### src/hw/sfps_cfg.svh
// Constants for the stack frame push/pop sequencer
// Function
// - Frame create stores listed registers, lowers sp
// - Frame destroy loads listed registers, raises sp
// - Zeroing return variant also clears a0
// - Return variants jump to restored ra
// - Sp moves at least the register area
// - Extra field adds 16-byte steps
// - No list ending at s10; s11 needed
// - After a trap the sequence restarts whole
// - Trap records instruction pc and cause
// - Access fault records address unless tval zero
// - Interrupt policy during sequence is set by CTRL bit 0
// - Stores may come in any order
// - Create looks like stores then sp update
// - Create sp update only once completion certain; with CTRL bit 1 set, sp commits when the last store issues, before its answer
// - Imprecise store errors: wait or report later
// - Destroy commits a0, sp, return atomically
// - Committed sp update implies the return
// - Non-idempotent stack raises load/store access fault
// - Adjust equals base plus field times 16
`ifndef SFPS_CFG_SVH
`define SFPS_CFG_SVH

`define SFPS_OFF_CTRL 12'h000
`define SFPS_OFF_STATUS 12'h004
`define SFPS_OFF_TRAP 12'h008
`define SFPS_OFF_DONE 12'h00C

`define SFPS_CTRL_IRQ_BIT 0
`define SFPS_CTRL_POST_BIT 1
`define SFPS_CTRL_RST 2'h0
`define SFPS_STAT_BUSY_BIT 0
`define SFPS_STAT_IMPR_BIT 1
`define SFPS_STAT_SLOT_LSB 8

`define SFPS_RLIST_MSB 7
`define SFPS_RLIST_LSB 4
`define SFPS_SPIMM_MSB 3
`define SFPS_SPIMM_LSB 2
`define SFPS_RLIST_MIN 4'h4
`define SFPS_RLIST_ALL 4'hF
`define SFPS_SLOTS_ALL 4'hD
`define SFPS_RLIST_BIAS 4'h3

`define SFPS_BASE_1 8'h10
`define SFPS_BASE_2 8'h20
`define SFPS_BASE_3 8'h30
`define SFPS_BASE_4 8'h40
`define SFPS_FRAME_STEP 8'h10
`define SFPS_WORD_BYTES 8'h04

`define SFPS_REG_RA 5'h01
`define SFPS_REG_S0 5'h08
`define SFPS_REG_S2_BIAS 5'h0F

`endif

### src/hw/sfps_pkg.sv
// Types shared by the stack frame push/pop sequencer
package sfps_pkg;

  typedef enum logic [1:0] {
    SFPS_FRAME_CREATE,
    SFPS_FRAME_DESTROY,
    SFPS_FRAME_DESTROY_RETURN,
    SFPS_FRAME_DESTROY_RETURN_ZERO
  } sfps_op_t;

  typedef enum logic [2:0] {
    ST_IDLE,
    ST_MAP,
    ST_PREP,
    ST_REQ,
    ST_RSP,
    ST_COMMIT,
    ST_TRAP
  } sfps_state_t;

  typedef struct packed {
    logic we;
    logic [31:0] addr;
    logic [31:0] wdata;
  } sfps_mem_req_t;

  typedef struct packed {
    logic err;
    logic [31:0] rdata;
  } sfps_mem_rsp_t;

  typedef struct packed {
    logic is_irq;
    logic [31:0] cause;
    logic [31:0] epc;
    logic tval_we;
    logic [31:0] tval;
  } sfps_trap_t;

  typedef struct packed {
    logic [31:0] sp_val;
    logic a0_zero;
    logic jump;
    logic [31:0] target;
  } sfps_commit_t;

endpackage : sfps_pkg

### src/hw/sfps_seq.sv
// Stack frame push/pop sequencer with APB control registers
`timescale 1ns/100ps
`include "sfps_cfg.svh"
module sfps_seq
  import sfps_pkg::*;
#(
  parameter int XLEN = 32,
  parameter int POST_DEPTH = 8,
  parameter logic [31:0] CAUSE_ILLEGAL = 32'h00000002,
  parameter logic [31:0] CAUSE_LOAD_FAULT = 32'h00000005,
  parameter logic [31:0] CAUSE_STORE_FAULT = 32'h00000007,
  parameter bit TVAL_ZERO = 1'b0
) (
  input wire logic pclk,
  input wire logic presetn,
  input wire logic psel,
  input wire logic penable,
  input wire logic pwrite,
  input wire logic [11:0] paddr,
  input wire logic [31:0] pwdata,
  output logic [31:0] prdata,
  output logic pready,
  output logic pslverr,
  input wire logic instr_valid,
  output logic instr_ready,
  input wire sfps_op_t instr_op,
  input wire logic [15:0] instr_bits,
  input wire logic [31:0] instr_pc,
  input wire logic [31:0] sp_cur,
  input wire logic mem_idempotent,
  output logic [4:0] rf_raddr,
  input wire logic [31:0] rf_rdata,
  output logic rf_we,
  output logic [4:0] rf_waddr,
  output logic [31:0] rf_wdata,
  output logic mem_req_valid,
  input wire logic mem_req_ready,
  output sfps_mem_req_t mem_req,
  input wire logic mem_rsp_valid,
  input wire sfps_mem_rsp_t mem_rsp,
  input wire logic irq_pending,
  output logic irq_hold,
  output logic trap_valid,
  output sfps_trap_t trap,
  output logic commit_valid,
  output sfps_commit_t commit,
  output logic imprecise_err
);

  if (XLEN != 32 || POST_DEPTH < 1 || POST_DEPTH > 15) begin : g_bad_cfg
    $error("sfps_seq: XLEN must be 32 and POST_DEPTH 1..15");
  end

  localparam logic [3:0] POST_MAX = 4'(POST_DEPTH);
  // Minimum frame bytes covering the register list
  function automatic logic [7:0] sfps_adj_base(input logic [3:0] rl);
    logic [7:0] b;
    b = `SFPS_BASE_4;
    if (rl < 4'h8) begin
      b = `SFPS_BASE_1;
    end else if (rl < 4'hC) begin
      b = `SFPS_BASE_2;
    end else if (rl < `SFPS_RLIST_ALL) begin
      b = `SFPS_BASE_3;
    end
    return b;
  endfunction : sfps_adj_base

  sfps_state_t state_r;
  sfps_state_t state_nxt;
  sfps_op_t op_r;
  logic [31:0] pc_r;
  logic [31:0] sp_r;
  logic [7:0] adj_r;
  logic [3:0] slot_r;
  logic [7:0] off_r;
  sfps_mem_req_t req_r;
  sfps_trap_t trap_r;
  sfps_trap_t trap_nxt;
  sfps_commit_t commit_r;
  logic [3:0] post_cnt_r;
  logic [1:0] ctrl_r;
  logic impr_r;
  logic impr_pulse_r;
  logic [31:0] done_cnt_r;
  logic [31:0] prdata_r;
  logic rf_we_r;
  logic [4:0] rf_waddr_r;
  logic [31:0] rf_wdata_r;

  wire [3:0] rlist = instr_bits[`SFPS_RLIST_MSB:`SFPS_RLIST_LSB];
  wire [1:0] spimm = instr_bits[`SFPS_SPIMM_MSB:`SFPS_SPIMM_LSB];
  wire start = (state_r == ST_IDLE) && instr_valid;
  // Lists below ra or ending at s10 have no code
  wire rlist_ok = rlist >= `SFPS_RLIST_MIN;
  wire [3:0] n_dec = (rlist == `SFPS_RLIST_ALL) ? `SFPS_SLOTS_ALL : (rlist - `SFPS_RLIST_BIAS);
  wire [7:0] adj_dec = sfps_adj_base(rlist) + (8'(spimm) * `SFPS_FRAME_STEP);
  wire start_create = instr_op == SFPS_FRAME_CREATE;
  wire [31:0] start_top = start_create ? sp_cur : (sp_cur + {24'h0, adj_dec});
  wire [31:0] first_addr = start_top - {24'h0, `SFPS_WORD_BYTES};

  wire is_create = op_r == SFPS_FRAME_CREATE;
  wire [31:0] top = is_create ? sp_r : (sp_r + {24'h0, adj_r});
  wire [31:0] cur_addr = top - {24'h0, off_r};
  wire last_slot = slot_r == 4'h0;
  wire posted_mode = ctrl_r[`SFPS_CTRL_POST_BIT] && is_create;
  wire post_full = post_cnt_r == POST_MAX;
  wire req_fire = mem_req_valid && mem_req_ready;
  wire rsp_posted = mem_rsp_valid && (post_cnt_r != 4'h0);
  wire rsp_own = mem_rsp_valid && (post_cnt_r == 4'h0) && (state_r == ST_RSP);
  wire rsp_ok = rsp_own && !mem_rsp.err;
  wire advance = (req_fire && posted_mode) || rsp_ok;
  // Interrupts abort only between accesses, when enabled
  wire irq_abort = ctrl_r[`SFPS_CTRL_IRQ_BIT] && irq_pending &&
                   ((state_r == ST_MAP) || (state_r == ST_PREP));

  wire apb_wr = psel && penable && pwrite;
  wire apb_setup = psel && !penable;
  wire hit_ctrl = paddr == `SFPS_OFF_CTRL;
  wire hit_status = paddr == `SFPS_OFF_STATUS;
  wire hit_trap = paddr == `SFPS_OFF_TRAP;
  wire hit_done = paddr == `SFPS_OFF_DONE;
  wire hit_any = hit_ctrl || hit_status || hit_trap || hit_done;
  wire impr_clr = apb_wr && hit_status && pwdata[`SFPS_STAT_IMPR_BIT];
  wire [31:0] status_word = {20'h0, slot_r, 6'h0, impr_r, state_r != ST_IDLE};
  wire [31:0] rd_mux = hit_ctrl ? {30'h0, ctrl_r} :
                       hit_status ? status_word :
                       hit_trap ? trap_r.cause :
                       hit_done ? done_cnt_r : 32'h0;

  always_comb begin
    state_nxt = state_r;
    unique case (state_r)
      ST_IDLE: begin
        if (instr_valid) begin
          state_nxt = (rlist_ok && mem_idempotent) ? ST_MAP : ST_TRAP;
        end
      end
      ST_MAP: begin
        state_nxt = irq_abort ? ST_TRAP : ST_PREP;
      end
      ST_PREP: begin
        state_nxt = irq_abort ? ST_TRAP : ST_REQ;
      end
      ST_REQ: begin
        if (req_fire) begin
          // Posted stores do not wait for bus answers
          state_nxt = !posted_mode ? ST_RSP : (last_slot ? ST_COMMIT : ST_MAP);
        end
      end
      ST_RSP: begin
        if (rsp_own) begin
          // Final stage only after every access succeeded
          state_nxt = mem_rsp.err ? ST_TRAP : (last_slot ? ST_COMMIT : ST_MAP);
        end
      end
      ST_COMMIT: begin
        state_nxt = ST_IDLE;
      end
      ST_TRAP: begin
        state_nxt = ST_IDLE;
      end
    endcase
  end

  // Trap reports the stack instruction pc and cause
  always_comb begin
    trap_nxt = trap_r;
    if (start && !(rlist_ok && mem_idempotent)) begin
      trap_nxt.is_irq = 1'b0;
      trap_nxt.epc = instr_pc;
      // Non-idempotent stack faults before any access
      trap_nxt.cause = !rlist_ok ? CAUSE_ILLEGAL :
                       (start_create ? CAUSE_STORE_FAULT : CAUSE_LOAD_FAULT);
      // Faulting address unless tval is hardwired zero
      trap_nxt.tval_we = rlist_ok && !TVAL_ZERO;
      trap_nxt.tval = (rlist_ok && !TVAL_ZERO) ? first_addr : 32'h0;
    end else if (irq_abort) begin
      trap_nxt.is_irq = 1'b1;
      trap_nxt.epc = pc_r;
      trap_nxt.cause = 32'h0;
      trap_nxt.tval_we = 1'b0;
      trap_nxt.tval = 32'h0;
    end else if (rsp_own && mem_rsp.err) begin
      trap_nxt.is_irq = 1'b0;
      trap_nxt.epc = pc_r;
      trap_nxt.cause = is_create ? CAUSE_STORE_FAULT : CAUSE_LOAD_FAULT;
      trap_nxt.tval_we = !TVAL_ZERO;
      trap_nxt.tval = TVAL_ZERO ? 32'h0 : req_r.addr;
    end
  end

  always_ff @(posedge pclk or negedge presetn) begin
    if (!presetn) begin
      state_r <= ST_IDLE;
      trap_r <= '0;
    end else begin
      state_r <= state_nxt;
      trap_r <= trap_nxt;
    end
  end

  // Instruction context captured when the sequence starts
  always_ff @(posedge pclk or negedge presetn) begin
    if (!presetn) begin
      op_r <= SFPS_FRAME_CREATE;
      pc_r <= 32'h0;
      sp_r <= 32'h0;
      adj_r <= 8'h00;
    end else if (start) begin
      op_r <= instr_op;
      pc_r <= instr_pc;
      sp_r <= sp_cur;
      adj_r <= adj_dec;
    end
  end

  // Slots run from the top of the frame downward
  always_ff @(posedge pclk or negedge presetn) begin
    if (!presetn) begin
      slot_r <= 4'h0;
      off_r <= 8'h00;
    end else if (start) begin
      slot_r <= n_dec - 4'h1;
      off_r <= `SFPS_WORD_BYTES;
    end else if (advance && !last_slot) begin
      slot_r <= slot_r - 4'h1;
      off_r <= off_r + `SFPS_WORD_BYTES;
    end
  end

  sfps_slot_map u_map (
    .pclk(pclk),
    .presetn(presetn),
    .slot(slot_r),
    .reg_num(rf_raddr)
  );

  // Store request carries the listed register below sp
  always_ff @(posedge pclk or negedge presetn) begin
    if (!presetn) begin
      req_r <= '0;
    end else if (state_r == ST_PREP) begin
      req_r.we <= is_create;
      req_r.addr <= cur_addr;
      req_r.wdata <= is_create ? rf_rdata : 32'h0;
    end
  end

  // Loaded words go straight to the register file
  always_ff @(posedge pclk or negedge presetn) begin
    if (!presetn) begin
      rf_we_r <= 1'b0;
      rf_waddr_r <= 5'h00;
      rf_wdata_r <= 32'h0;
    end else begin
      rf_we_r <= rsp_ok && !is_create;
      rf_waddr_r <= rf_raddr;
      rf_wdata_r <= mem_rsp.rdata;
    end
  end

  // Single sp update after all stores
  // a0, sp and return committed together at the end
  always_ff @(posedge pclk or negedge presetn) begin
    if (!presetn) begin
      commit_r <= '0;
    end else if (state_nxt == ST_COMMIT && state_r != ST_COMMIT) begin
      // Frame covers the whole register area
      commit_r.sp_val <= is_create ? (sp_r - {24'h0, adj_r}) : (sp_r + {24'h0, adj_r});
      commit_r.a0_zero <= op_r == SFPS_FRAME_DESTROY_RETURN_ZERO;
      // Return target is the restored ra
      // Return rides in the same commit as sp
      commit_r.jump <= (op_r == SFPS_FRAME_DESTROY_RETURN) ||
                       (op_r == SFPS_FRAME_DESTROY_RETURN_ZERO);
      commit_r.target <= is_create ? 32'h0 : mem_rsp.rdata;
    end
  end

  // Outstanding posted stores; answers return in order
  always_ff @(posedge pclk or negedge presetn) begin
    if (!presetn) begin
      post_cnt_r <= 4'h0;
    end else if ((req_fire && posted_mode) && !rsp_posted) begin
      post_cnt_r <= post_cnt_r + 4'h1;
    end else if (!(req_fire && posted_mode) && rsp_posted) begin
      post_cnt_r <= post_cnt_r - 4'h1;
    end
  end

  // Late store errors are sticky; set beats clear
  always_ff @(posedge pclk or negedge presetn) begin
    if (!presetn) begin
      impr_r <= 1'b0;
      impr_pulse_r <= 1'b0;
    end else begin
      impr_r <= (rsp_posted && mem_rsp.err) || (impr_r && !impr_clr);
      impr_pulse_r <= rsp_posted && mem_rsp.err;
    end
  end

  always_ff @(posedge pclk or negedge presetn) begin
    if (!presetn) begin
      ctrl_r <= `SFPS_CTRL_RST;
      done_cnt_r <= 32'h0;
      prdata_r <= 32'h0;
    end else begin
      if (apb_wr && hit_ctrl) begin
        ctrl_r <= pwdata[1:0];
      end
      if (state_r == ST_COMMIT) begin
        done_cnt_r <= done_cnt_r + 32'h1;
      end
      if (apb_setup) begin
        prdata_r <= rd_mux;
      end
    end
  end

  assign prdata = prdata_r;
  assign pready = 1'b1;
  assign pslverr = psel && penable && !hit_any;
  assign instr_ready = state_r == ST_IDLE;
  assign rf_we = rf_we_r;
  assign rf_waddr = rf_waddr_r;
  assign rf_wdata = rf_wdata_r;
  assign mem_req_valid = (state_r == ST_REQ) && !(posted_mode && post_full);
  assign mem_req = req_r;
  assign irq_hold = (state_r != ST_IDLE) && !ctrl_r[`SFPS_CTRL_IRQ_BIT];
  // Trap returns to idle; the core refetches and restarts
  assign trap_valid = state_r == ST_TRAP;
  assign trap = trap_r;
  assign commit_valid = state_r == ST_COMMIT;
  assign commit = commit_r;
  assign imprecise_err = impr_pulse_r;
endmodule : sfps_seq

### src/hw/sfps_slot_map.sv
// Registered map from sequence slot to register number
`timescale 1ns/100ps
`include "sfps_cfg.svh"
module sfps_slot_map (
  input wire logic pclk,
  input wire logic presetn,
  input wire logic [3:0] slot,
  output logic [4:0] reg_num
);

  logic [4:0] reg_num_r;
  logic [4:0] reg_num_nxt;

  // Slot 0 is ra, 1..2 are s0..s1, 3 and up are s2..s11
  assign reg_num_nxt = (slot == 4'h0) ? `SFPS_REG_RA :
                       (slot < 4'h3) ? (`SFPS_REG_S0 + {1'b0, slot} - 5'h01) :
                       (`SFPS_REG_S2_BIAS + {1'b0, slot});

  always_ff @(posedge pclk or negedge presetn) begin
    if (!presetn) begin
      reg_num_r <= 5'h00;
    end else begin
      reg_num_r <= reg_num_nxt;
    end
  end

  assign reg_num = reg_num_r;

endmodule : sfps_slot_map

### config.mk
export PLATFORM = sky130hd
export DESIGN_NAME = sfps_seq
export DESIGN_NICKNAME = d
export VERILOG_FILES = /design/src/hw/sfps_pkg.sv /design/src/hw/sfps_seq.sv /design/src/hw/sfps_slot_map.sv
export VERILOG_INCLUDE_DIRS = /design/src /design/src/hw
export SDC_FILE = /design/constraint.sdc
export NUM_CORES = 1
export LEC_CHECK = 0
export BUFFER_PORTS_ARGS = -buffer_cell sky130_fd_sc_hd__buf_2
export CELL_PAD_IN_SITES_DETAIL_PLACEMENT = 0
export CELL_PAD_IN_SITES_GLOBAL_PLACEMENT = 1
export CORE_MARGIN = 4
export CORE_UTILIZATION = 40
export DETAILED_ROUTE_END_ITERATION = 16
export PLACE_DENSITY_LB_ADDON = 0.15
export SLEW_MARGIN = 20
export SYNTH_ARGS = -nofsm -noshare
export SYNTH_HDL_FRONTEND = slang
export SYNTH_SLANG_ARGS = --single-unit
### constraint.sdc
create_clock -name pclk -period 4.4 [get_ports pclk]
set_clock_uncertainty 0.05 [all_clocks]
set_input_delay 0.66 -clock pclk [delete_from_list [all_inputs] [get_ports pclk]]
set_output_delay 0.66 -clock pclk [all_outputs]
set_load 0.1 [all_outputs]
After elaboration in Yosys (flattened, before gate mapping). Cells that the tools add are included.

Flip-flop bits (word level): 433. Bits of input ports: 201. Output and inout bits: 312.

Add/sub/neg operators: 16. Order comparisons: 5. Equal/unequal tests: 15. Muxes and demuxes: 38. Reductions and logical operators: 60.

Operators by type and width (count): 2-to-1 mux 32 bit (10); 2-to-1 mux 98 bit (3); adder 32 x 8 -> 32 bit (2); subtractor 32 x 8 -> 32 bit (2); adder 32 x 1 -> 32 bit (second input constant) (1); 2-to-1 mux 8 bit (4); subtractor 32 x 3 -> 32 bit (second input constant) (1); logical AND 1 bit (30); 2-to-1 mux 3 bit (10); equality test 12 x 4 -> 1 bit (second input constant) (2); 2-to-1 mux 4 bit (5); one-hot mux 3 bit (6 select lines) (1); equality test 12 x 3 -> 1 bit (second input constant) (1); equality test 3 bit (second input constant) (4); logical NOT 12 bit (1); < comparator 4 bit (second input constant) (3); subtractor 4 x 1 -> 4 bit (second input constant) (3); logical NOT 1 bit (11); adder 4 x 4 -> 5 bit (first input constant) (2); 2-to-1 mux 5 bit (2); adder 8 x 3 -> 8 bit (second input constant) (1); adder 8 x 6 -> 8 bit (1); equality test 4 bit (second input constant) (2); logical NOT 4 bit (2); 18 further kinds (30).

Longest topological paths before layout. Gate-level depths: netlist (run 1).

Depth in word-level cells: 11. Mapped depth: 18. Gate-level depth less buffers: 17.

Hierarchy. Synthesis (run 1) repeated with hierarchy kept, for this count alone.

Cell total of the unflattened synthesis: 2194. Area total of the unflattened synthesis: 19997.9 sq um.

By module, submodules not included: sfps_seq (times used 1, cells each 2170, area an instance 19760.2 sq um, sequential area each 9784.4 sq um); sfps_slot_map (times used 1, cells each 24, area an instance 237.7 sq um, sequential area each 125.1 sq um).

Worst setup path after synthesis (run 1). No wires, ideal clock.

Path type: register to register. From: register op_r[1]. To: register commit_r (netlist bit commit[53]). Arrival: 4952 ps. Path slack: -739 ps. Stages on the path, launching flop included: 11. Buffers on the path: 2. Clock period less this slack: 5139 ps. Cell sequence: dfrtp_1 nor2_1 a311oi_1 nand2_1 o21a_1 a222oi_1 nand3_1 clkbuf_1 buf_2 nand2_1 o21ai_0.

Word-level cells in the longest chain between the ends: 10. Elaborated cells on any way between the ends: 12.

RTL lines: start: declaration (RTL line sfps_seq.sv:71) `sfps_op_t op_r;`; start signal: assignment (RTL line sfps_seq.sv:211) `op_r <= instr_op;`; logical NOT 2 bit (RTL line sfps_seq.sv:102) `wire is_create = op_r == SFPS_FRAME_CREATE;`; logical AND 1 bit (RTL line sfps_seq.sv:106) `` wire posted_mode = ctrl_r[`SFPS_CTRL_POST_BIT] && is_create; ``; logical AND 1 bit (RTL line sfps_seq.sv:327) `assign mem_req_valid = (state_r == ST_REQ) && !(posted_mode && post_full);`; logical NOT 1 bit (RTL line sfps_seq.sv:327); logical AND 1 bit (RTL line sfps_seq.sv:327); named net mem_req_valid (RTL line sfps_seq.sv:36) `output logic mem_req_valid,`; logical AND 1 bit (RTL line sfps_seq.sv:108) `wire req_fire = mem_req_valid && mem_req_ready;`; 2-to-1 mux 3 bit (RTL line sfps_seq.sv:146) `if (req_fire) begin`; one-hot mux 3 bit (6 select lines) (RTL line sfps_seq.sv:133) `unique case (state_r)`; named net state_nxt[0] (RTL line sfps_seq.sv:70) `sfps_state_t state_nxt;`; equality test 3 bit (RTL line sfps_seq.sv:268) `end else if (state_nxt == ST_COMMIT && state_r != ST_COMMIT) begin`; logical AND 1 bit (RTL line sfps_seq.sv:268); end: declaration (RTL line sfps_seq.sv:80) `sfps_commit_t commit_r;`.

The timed path passes the listed nets, and every way through them passes these cells. A chain may end at the register's enable or synchronous reset.

Worst setup path in the final report (run 1).
From: input port instr_bits[4]. To: register trap_r (netlist bit trap[28]).

Word-level cells in the longest chain between the ends: 10. Elaborated cells on any way between the ends: 17.

RTL lines: start: declaration (RTL line sfps_seq.sv:27) `input wire logic [15:0] instr_bits,`; < comparator 4 bit (no source line); 2-to-1 mux 7 bit (RTL line sfps_seq.sv:63) `` end else if (rl < `SFPS_RLIST_ALL) begin ``; 2-to-1 mux 8 bit (RTL line sfps_seq.sv:61) `end else if (rl < 4'hC) begin`; 2-to-1 mux 8 bit (*) (RTL line sfps_seq.sv:59) `if (rl < 4'h8) begin`; adder 8 x 6 -> 8 bit (*) (RTL line sfps_seq.sv:97) `` wire [7:0] adj_dec = sfps_adj_base(rlist) + (8'(spimm) * `SFPS_FRAME_STEP); ``; named net adj_dec[5] (RTL line sfps_seq.sv:97); adder 32 x 8 -> 32 bit (*) (RTL line sfps_seq.sv:99) `wire [31:0] start_top = start_create ? sp_cur : (sp_cur + {24'h0, adj_dec});`; 2-to-1 mux 32 bit (*) (RTL line sfps_seq.sv:99); subtractor 32 x 3 -> 32 bit (*) (RTL line sfps_seq.sv:100) `` wire [31:0] first_addr = start_top - {24'h0, `SFPS_WORD_BYTES}; ``; 2-to-1 mux 32 bit (*) (RTL line sfps_seq.sv:177) `trap_nxt.tval = (rlist_ok && !TVAL_ZERO) ? first_addr : 32'h0;`; 2-to-1 mux 98 bit (*) (RTL line sfps_seq.sv:169) `if (start && !(rlist_ok && mem_idempotent)) begin`; end signal: assignment (RTL line sfps_seq.sv:199) `trap_r <= trap_nxt;`; end: declaration (RTL line sfps_seq.sv:78) `sfps_trap_t trap_r;`.

The timed path passes the listed nets; every way through them passes the cells marked *.

==> reports/metrics.cfg, run 1 <==
[status]
status = complete, no violations

[final_layout]
final_nets = 2877
drive_gt1_frac = 0.252
area_growth_pct = 24.5
final_common_cell = nand2_1
final_area_mm2 = 0.0248
fillers = 4686
fin_cells = 3342
final_util = 0.505
most-common-layout-cells = nand2_1, buf_2, dfrtp_1

[timing]
hold_viol = 0
timing.final.crit_share = 0.948
final-max-slew-violation-count = 0
rsz0062_at_grt = no
setup_ws_ns = 0.229
setup_viol = 0
fmax_mhz = 240
worst_pin_slew_ns = 0.951
period_minus_slack_ns = 4.17
fin_setup_tns_ns = 0
slew_headroom = 0.366
worst_hold_slack_ns = 0.150

[yosys]
ys_ff_latch = 396
synth_edf_count = 0
ys_seq_area_frac = 0.497
syn_area_mm2 = 0.0199
syn_inst = 2198
post_synth_num_cell_types = 81
yosys_warnings = 0
ys.flop_type = dfrtp_1
postSynth.asyncResetShare = 1.00
avgSynthCellArea_um2 = 9.07

[grt]
grt_overflow = 0
grt_pass1_vias = 16850
grt_pass1_wl_mm = 98.5
grt_use_total = 0.232
grt_max_degree = 90
antenna_found_initial = 10

[place]
dp_slack_ns = -0.392
dpl.hpwl_mm = 48.3
placed_cell_area_mm2 = 0.0231
dp.cells = 3252
gp_congestion = 0.897
port-buffer-count = 442

[drt]
routed_wl_mm = 63.9
drtIter0Drc = 1035
avgViaCountPerCell = 5.15
antenna_left = 0
vias = 17213
route.detailed.drc = 0
drtPass1Iterations = 5
wl_per_cell_um = 19.1

[cts]
cts_max_level = 2
numCtsBuffers = 46
cts.clk_slew.worst_paths_ns = 0.06
cts_buffer_depth = 3
cts_tree = yes
cts.sinks = 396
clkLatencyLatePin_ns = 0.58
cts-root-buf = clkbuf_16

[die]
io_pins = 513
start_util = 0.406
coreArea_mm2 = 0.0492
num_rows = 81
dieArea_mm2 = 0.0535
die_w_um = 231
die_h_um = 231

[worst_setup_path]
rrSetupSlack_ns = 0.43
critPathRequiredTime_ns = 4.78
worstSetupPathType = in -> reg
start_kind = input pin
rr_worst_depth = 18
end_kind = flip-flop
r2r-end = mem_req[59]
path_max_fanout = 5
arrival_ns = 4.55
r2r_start = adj_r[5]

[pwr]
power_density_mw_per_mm2 = 901
power.leakage_nw = 12.0
total_power_mw = 22.4
ir_drop_uv = 683

[min_path]
whs_endpoint = rf_wdata[9]
min_from = mem_rsp[9]
hold_depth = 1
hold_path_class = in -> reg

[run]
cap_viol_max_count = 0

[final cells by class]
class,instances,area (µm²),area share
inverter,38,143,0.00575
antenna,3,7.51,0.000303
sequential,396,9910,0.399
timing repair buffer,522,2900,0.117
tap,664,831,0.0335
multi-input combinational,1634,9350,0.377
clock inverter,20,290,0.0117
clock buffer,65,1380,0.0558
[report_power, final]
part	switching (mW)	internal, mW
Clock	1.59	2.55
Combinational	9.74	2.46
Sequential	1.15	4.86
Total	12.5	9.88
[how the worst max path moves through the flow]
stage | depth (start not counted) | end | start | slack, ns
3_3_place_gp | 18 | trap[22] | instr_bits[4] | -0.33
5_1_grt | 19 | trap[30] | instr_bits[4] | 0.02
4_1_cts | 19 | trap[16] | instr_bits[4] | 0.17
2_1_floorplan | 16 | trap[15] | instr_bits[4] | 0.02
6_report | 20 | trap[28] | instr_bits[4] | 0.23
3_5_place_dp | 20 | trap[27] | instr_bits[4] | -0.39
[synth_stat cells (all sizes together) (14+ instances only)]
cell,count,area share
nand2,558,0.11
dfrtp,396,0.50
o21ai,209,0.053
nor2,152,0.029
xnor2,108,0.047
clkbuf,106,0.020
xor2,60,0.026
buf,54,0.018
a21oi,52,0.013
nand3,42,0.011
inv,38,0.0072
a31oi,37,0.012
nor3,35,0.0090
ha,33,0.021
mux2i,26,0.013
a22o,25,0.011
nand4,23,0.0080
mux2,20,0.011
or3,20,0.0065
and3,17,0.0053
o31ai,15,0.0056
nand2b,14,0.0045
o22ai,14,0.0044
[cells by family (layout without fill, tap and decap cells)]
| group | Yosys count | in the layout | share of synthesized area |
|---|---|---|---|
| AOI/OAI and AO/OA | 428 | 428 | 0.131 |
| xor gates and xnor gates | 168 | 168 | 0.0738 |
| adders and majority gates | 38 | 38 | 0.0257 |
| buffers and inverters | 198 | 645 | 0.0451 |
| DFF | 396 | 396 | 0.497 |
| muxes | 47 | 47 | 0.0255 |
| other | 2 | 35 | 0.000377 |
| and+or+nand+nor | 921 | 921 | 0.201 |
[per-layer routing]
metal | track usage | wire length (µm) | up-vias | part of all wire
met5 | 0 | 95 | - | 0.0015
met4 | 0.0511 | 1280 | 12 | 0.020
met3 | 0.0531 | 4070 | 86 | 0.064
met2 | 0.389 | 30900 | 478 | 0.48
met1 | 0.310 | 27500 | 8380 | 0.43
li1 | - | - | 8257 | -
[worst max-delay path: stages]
cell and delay (ns):
buf_2 0.11, ha_1 0.21, o21ai_1 0.14, ha_1 0.19, inv_1 0.06, fa_1 0.50
inv_1 0.08, buf_4 0.13, ha_1 0.30, a211oi_2 0.29, o21ba_2 0.26, o21ai_0 0.14
a211oi_2 0.32, o211ai_1 0.25, buf_4 0.21, nor4b_2 0.23, buf_4 0.18, nand2_1 0.06
xnor2_1 0.13, o22ai_1 0.10
[flip-flops by register name, indices dropped and copies added, names as in the netlist, 6 cells and up]
signal / count
commit: 66
rf_wdata: 32
prdata: 32
sp_r: 32
trap: 67
mem_req: 65
off_r: 6
pc_r: 32
done_cnt_r: 32
[repair_timing]
item / 4_1_cts / 5_1_grt
hold buffers: 1 / 0
endpoints found under the setup margin: 0 / 13
buffers inserted: 0 / 1
gates resized for setup: 0 / 5
hold endpoints to repair: 8 / 0
No activity file was read; power rests on OpenSTA's default activity.
==> run 2: changes to the inputs <==
--- a/config.mk
+++ b/config.mk
@@ -16,4 +16,5 @@
 export SLEW_MARGIN = 20
 export SYNTH_ARGS = -nofsm -noshare
 export SYNTH_HDL_FRONTEND = slang
+export SYNTH_HIERARCHICAL = 1
 export SYNTH_SLANG_ARGS = --single-unit
==> constraint.sdc (replaced) <==
create_clock -name pclk -period 4.4 [get_ports pclk]
set_clock_uncertainty 0.05 [all_clocks]
set_input_delay 0.88 -clock pclk [delete_from_list [all_inputs] [get_ports pclk]]
set_output_delay 0.88 -clock pclk [all_outputs]
set_load 0.1 [all_outputs]
==> run 2 against run 1 <==
Against the previous run:
- die area up 0.30%
- routed wire length grew 0.92%
- fmax shrank 0.25%
- global-route usage barely moved
- sequential cell count stayed put
- sequential share of layout area increased by 0.083 points
- clock-buffer cell count is 1 lower
- synthesized cell count fell by 0.18%
- design area fell by 0.21%
- utilization decreased by 0.10 points
- area after synthesis grew 0.31%
- final cell count is essentially flat
==> reports/metrics.cfg, run 2 <==
[yosys]
yosys.area.top_type = dfrtp_1
yosys.area_share.xor_xnor = 0.0688
ys_ff_latch = 396
avgSynthCellArea_um2 = 9.11
synth.most_common_cell = nand2_1
synth_top_family_by_area = simple AND/OR/NAND/NOR gates
yosys-top-cells-area = dfrtp_1, nand2_1, o21ai_0
synth_edf_count = 0
ys_seq_area_frac = 0.496
synthMuxAreaShare = 0.0227
synth_top_cells_by_count = nand2_1, dfrtp_1, o21ai_0, nor2_1, xnor2_1
postSynth.asyncResetShare = 1.00
post_synth_num_cell_types = 89
synth_top_area_frac = 0.496
ys.flop_type = dfrtp_1
syn_area_mm2 = 0.0200
synthSimpleGateAreaFrac = 0.206
synth_compound_area_frac = 0.133
syn_inst = 2194
yosys_warnings = 6
yosys.area_share.adder = 0.0250

[timing]
fin_setup_tns_ns = 0
rsz0062_at_grt = no
hold_viol = 0
timing.final.crit_share = 0.950
final-max-slew-violation-count = 0
fmax_mhz = 239
period_minus_slack_ns = 4.18
setup_viol = 0
worst_pin_slew_ns = 0.930
slew_headroom = 0.380

[drt]
routed.top_layer = met5
routed-wl-met3_mm = 3.52
drtIter0Drc = 1150
routed_wl_mm = 64.5
met2WireLength_mm = 31.2
drtPass1Iterations = 5
vias = 17160
antenna_left = 0
avgViaCountPerCell = 5.13
wl_per_cell_um = 19.3
met1_length_mm = 28.3
route.detailed.drc = 0

[die]
dieArea_mm2 = 0.0536
num_rows = 81
io_pins = 513
start_util = 0.407
die_w_um = 232
die_h_um = 232
coreArea_mm2 = 0.0492

[grt]
grt_overflow = 0
grt_use_total = 0.232
grt_max_degree = 109
grt_pass1_vias = 16908
grt_pass1_wl_mm = 98.7
antenna_found_initial = 13

[worst_setup_path]
path_max_fanout = 3
start_kind = input pin
slowest_stage = fa_2
end_kind = flip-flop
worstSetupPathType = in -> reg
slowest_delay_ns = 0.51
arrival_ns = 4.55
critPathRequiredTime_ns = 4.77
crit_chain = buf_2, ha_1, o21ai_0, ha_1, fa_2, fa_2, o31ai_4, nand4_2, nor3_2, nand3_1, nor4b_4, mux2_4, xnor2_1, o22ai_1

[status]
status = complete, no violations

[cts]
cts.clk_slew.worst_paths_ns = 0.06
numCtsBuffers = 46
cts_tree = yes
cts.sinks = 396
clkLatencyLatePin_ns = 0.59
post_cts_buffers = 0
cts_max_level = 2
cts_buffer_depth = 3
cts-root-buf = clkbuf_16

[place]
dpl.hpwl_mm = 48.3
port-buffer-count = 442
gp_congestion = 0.892

[final_layout]
final_common_cell = nand2_1
most-common-layout-cells = nand2_1, buf_2, dfrtp_1
largest_reg_flops = 67
final_nets = 2873
area_growth_pct = 23.8
drive_gt1_frac = 0.253
fillers = 4724

[run]
cap_viol_max_count = 0

[min_path]
hold_path_class = in -> async

[run 2: changes by cell type in the layout (fill, tap and decap cells not counted), moves of 7 or more]
cell	before	now
o21ai_0	202	183
clkbuf_1	4	11
nand4_1	22	29
nor2_1	148	129
o21ai_1	6	19
and3_1	17	33
clkbuf_8	14	7
or3_1	18	7
and2_1	4	11
buf_4	73	83
a21oi_1	51	65
nand2_1	555	541
xnor2_1	108	101
nor4_1	6	19
[run 2: cell families (layout without fill, tap and decap cells)]
family | count (synthesis) | count (layout)
buf+inv | 211 | 658
compound gates | 434 | 434
other cells | 2 | 41
fa+ha+maj | 37 | 37
mux | 42 | 42
simple gates | 915 | 915
xor+xnor | 157 | 157
flops | 396 | 396
[run 2: metrics by stage]
stage	area, µm²	worst slack, ns	hold slack [ns]	utilization	cells
2_1_floorplan	20200	-0.0148	0.392	-	2224
3_3_place_gp	23200	-0.360	0.316	0.471	3251
3_5_place_dp	23200	-0.443	0.322	0.471	3251
4_1_cts	24700	0.120	0.325	0.503	3335
5_1_grt	24700	0.0150	0.340	0.503	3339
6_report	24800	0.218	0.306	0.504	3344
[run 2: path summary, 6_finish.rpt]
kind | start | end | slack [ns] | cells after the start
hold reg to reg | u_map/reg_num[4] | rf_waddr[4] | 0.33 | 0
min in group pclk | u_map/reg_num[4] | rf_waddr[4] | 0.33 | 0
max in group asynchronous | presetn | pc_r[6] | 2.98 | 2
setup / recovery | instr_bits[4] | trap[25] | 0.22 | 14
hold / removal | presetn | mem_req[31] | 0.31 | 1
setup reg to reg | sp_r[4] | mem_req[59] | 0.55 | 13
[run 2: repair_timing]
action	in CTS	in global routing
resized for setup	0	6
hold buffers	0	0
setup endpoints to repair	0	13
[run 2: critical path, delay by kind of cell]
family / cells / cell delay (ns)
buffers and inverters: 1 / 0.11
xor gates and xnor gates: 1 / 0.14
adders and majority gates: 4 / 1.47
and+or+nand+nor: 4 / 1.03
muxes: 1 / 0.34
AOI/OAI and AO/OA: 3 / 0.59
[run 2: metal layers]
metal / global-route usage / vias up
met1: 0.314 / 8367
met4: 0.0643 / 4
li1: - / 8280
met3: 0.0472 / 98
met2: 0.383 / 411
met5: 0 / -
[run 2: area by class of cell]
class,count,area (µm²),area share
flip-flops and latches,396,9910,0.400
multi-input cells,1617,9350,0.378
repair buffers,530,2950,0.119
clock buffers,64,1290,0.0520
well taps,664,831,0.0336
clock inverters,20,248,0.0100
inverters,44,165,0.00667
diodes,9,22.5,0.000910
Power of run 2 is not shown: default switching activity piles up to over one toggle a cycle in this logic, so the estimate is an artifact.
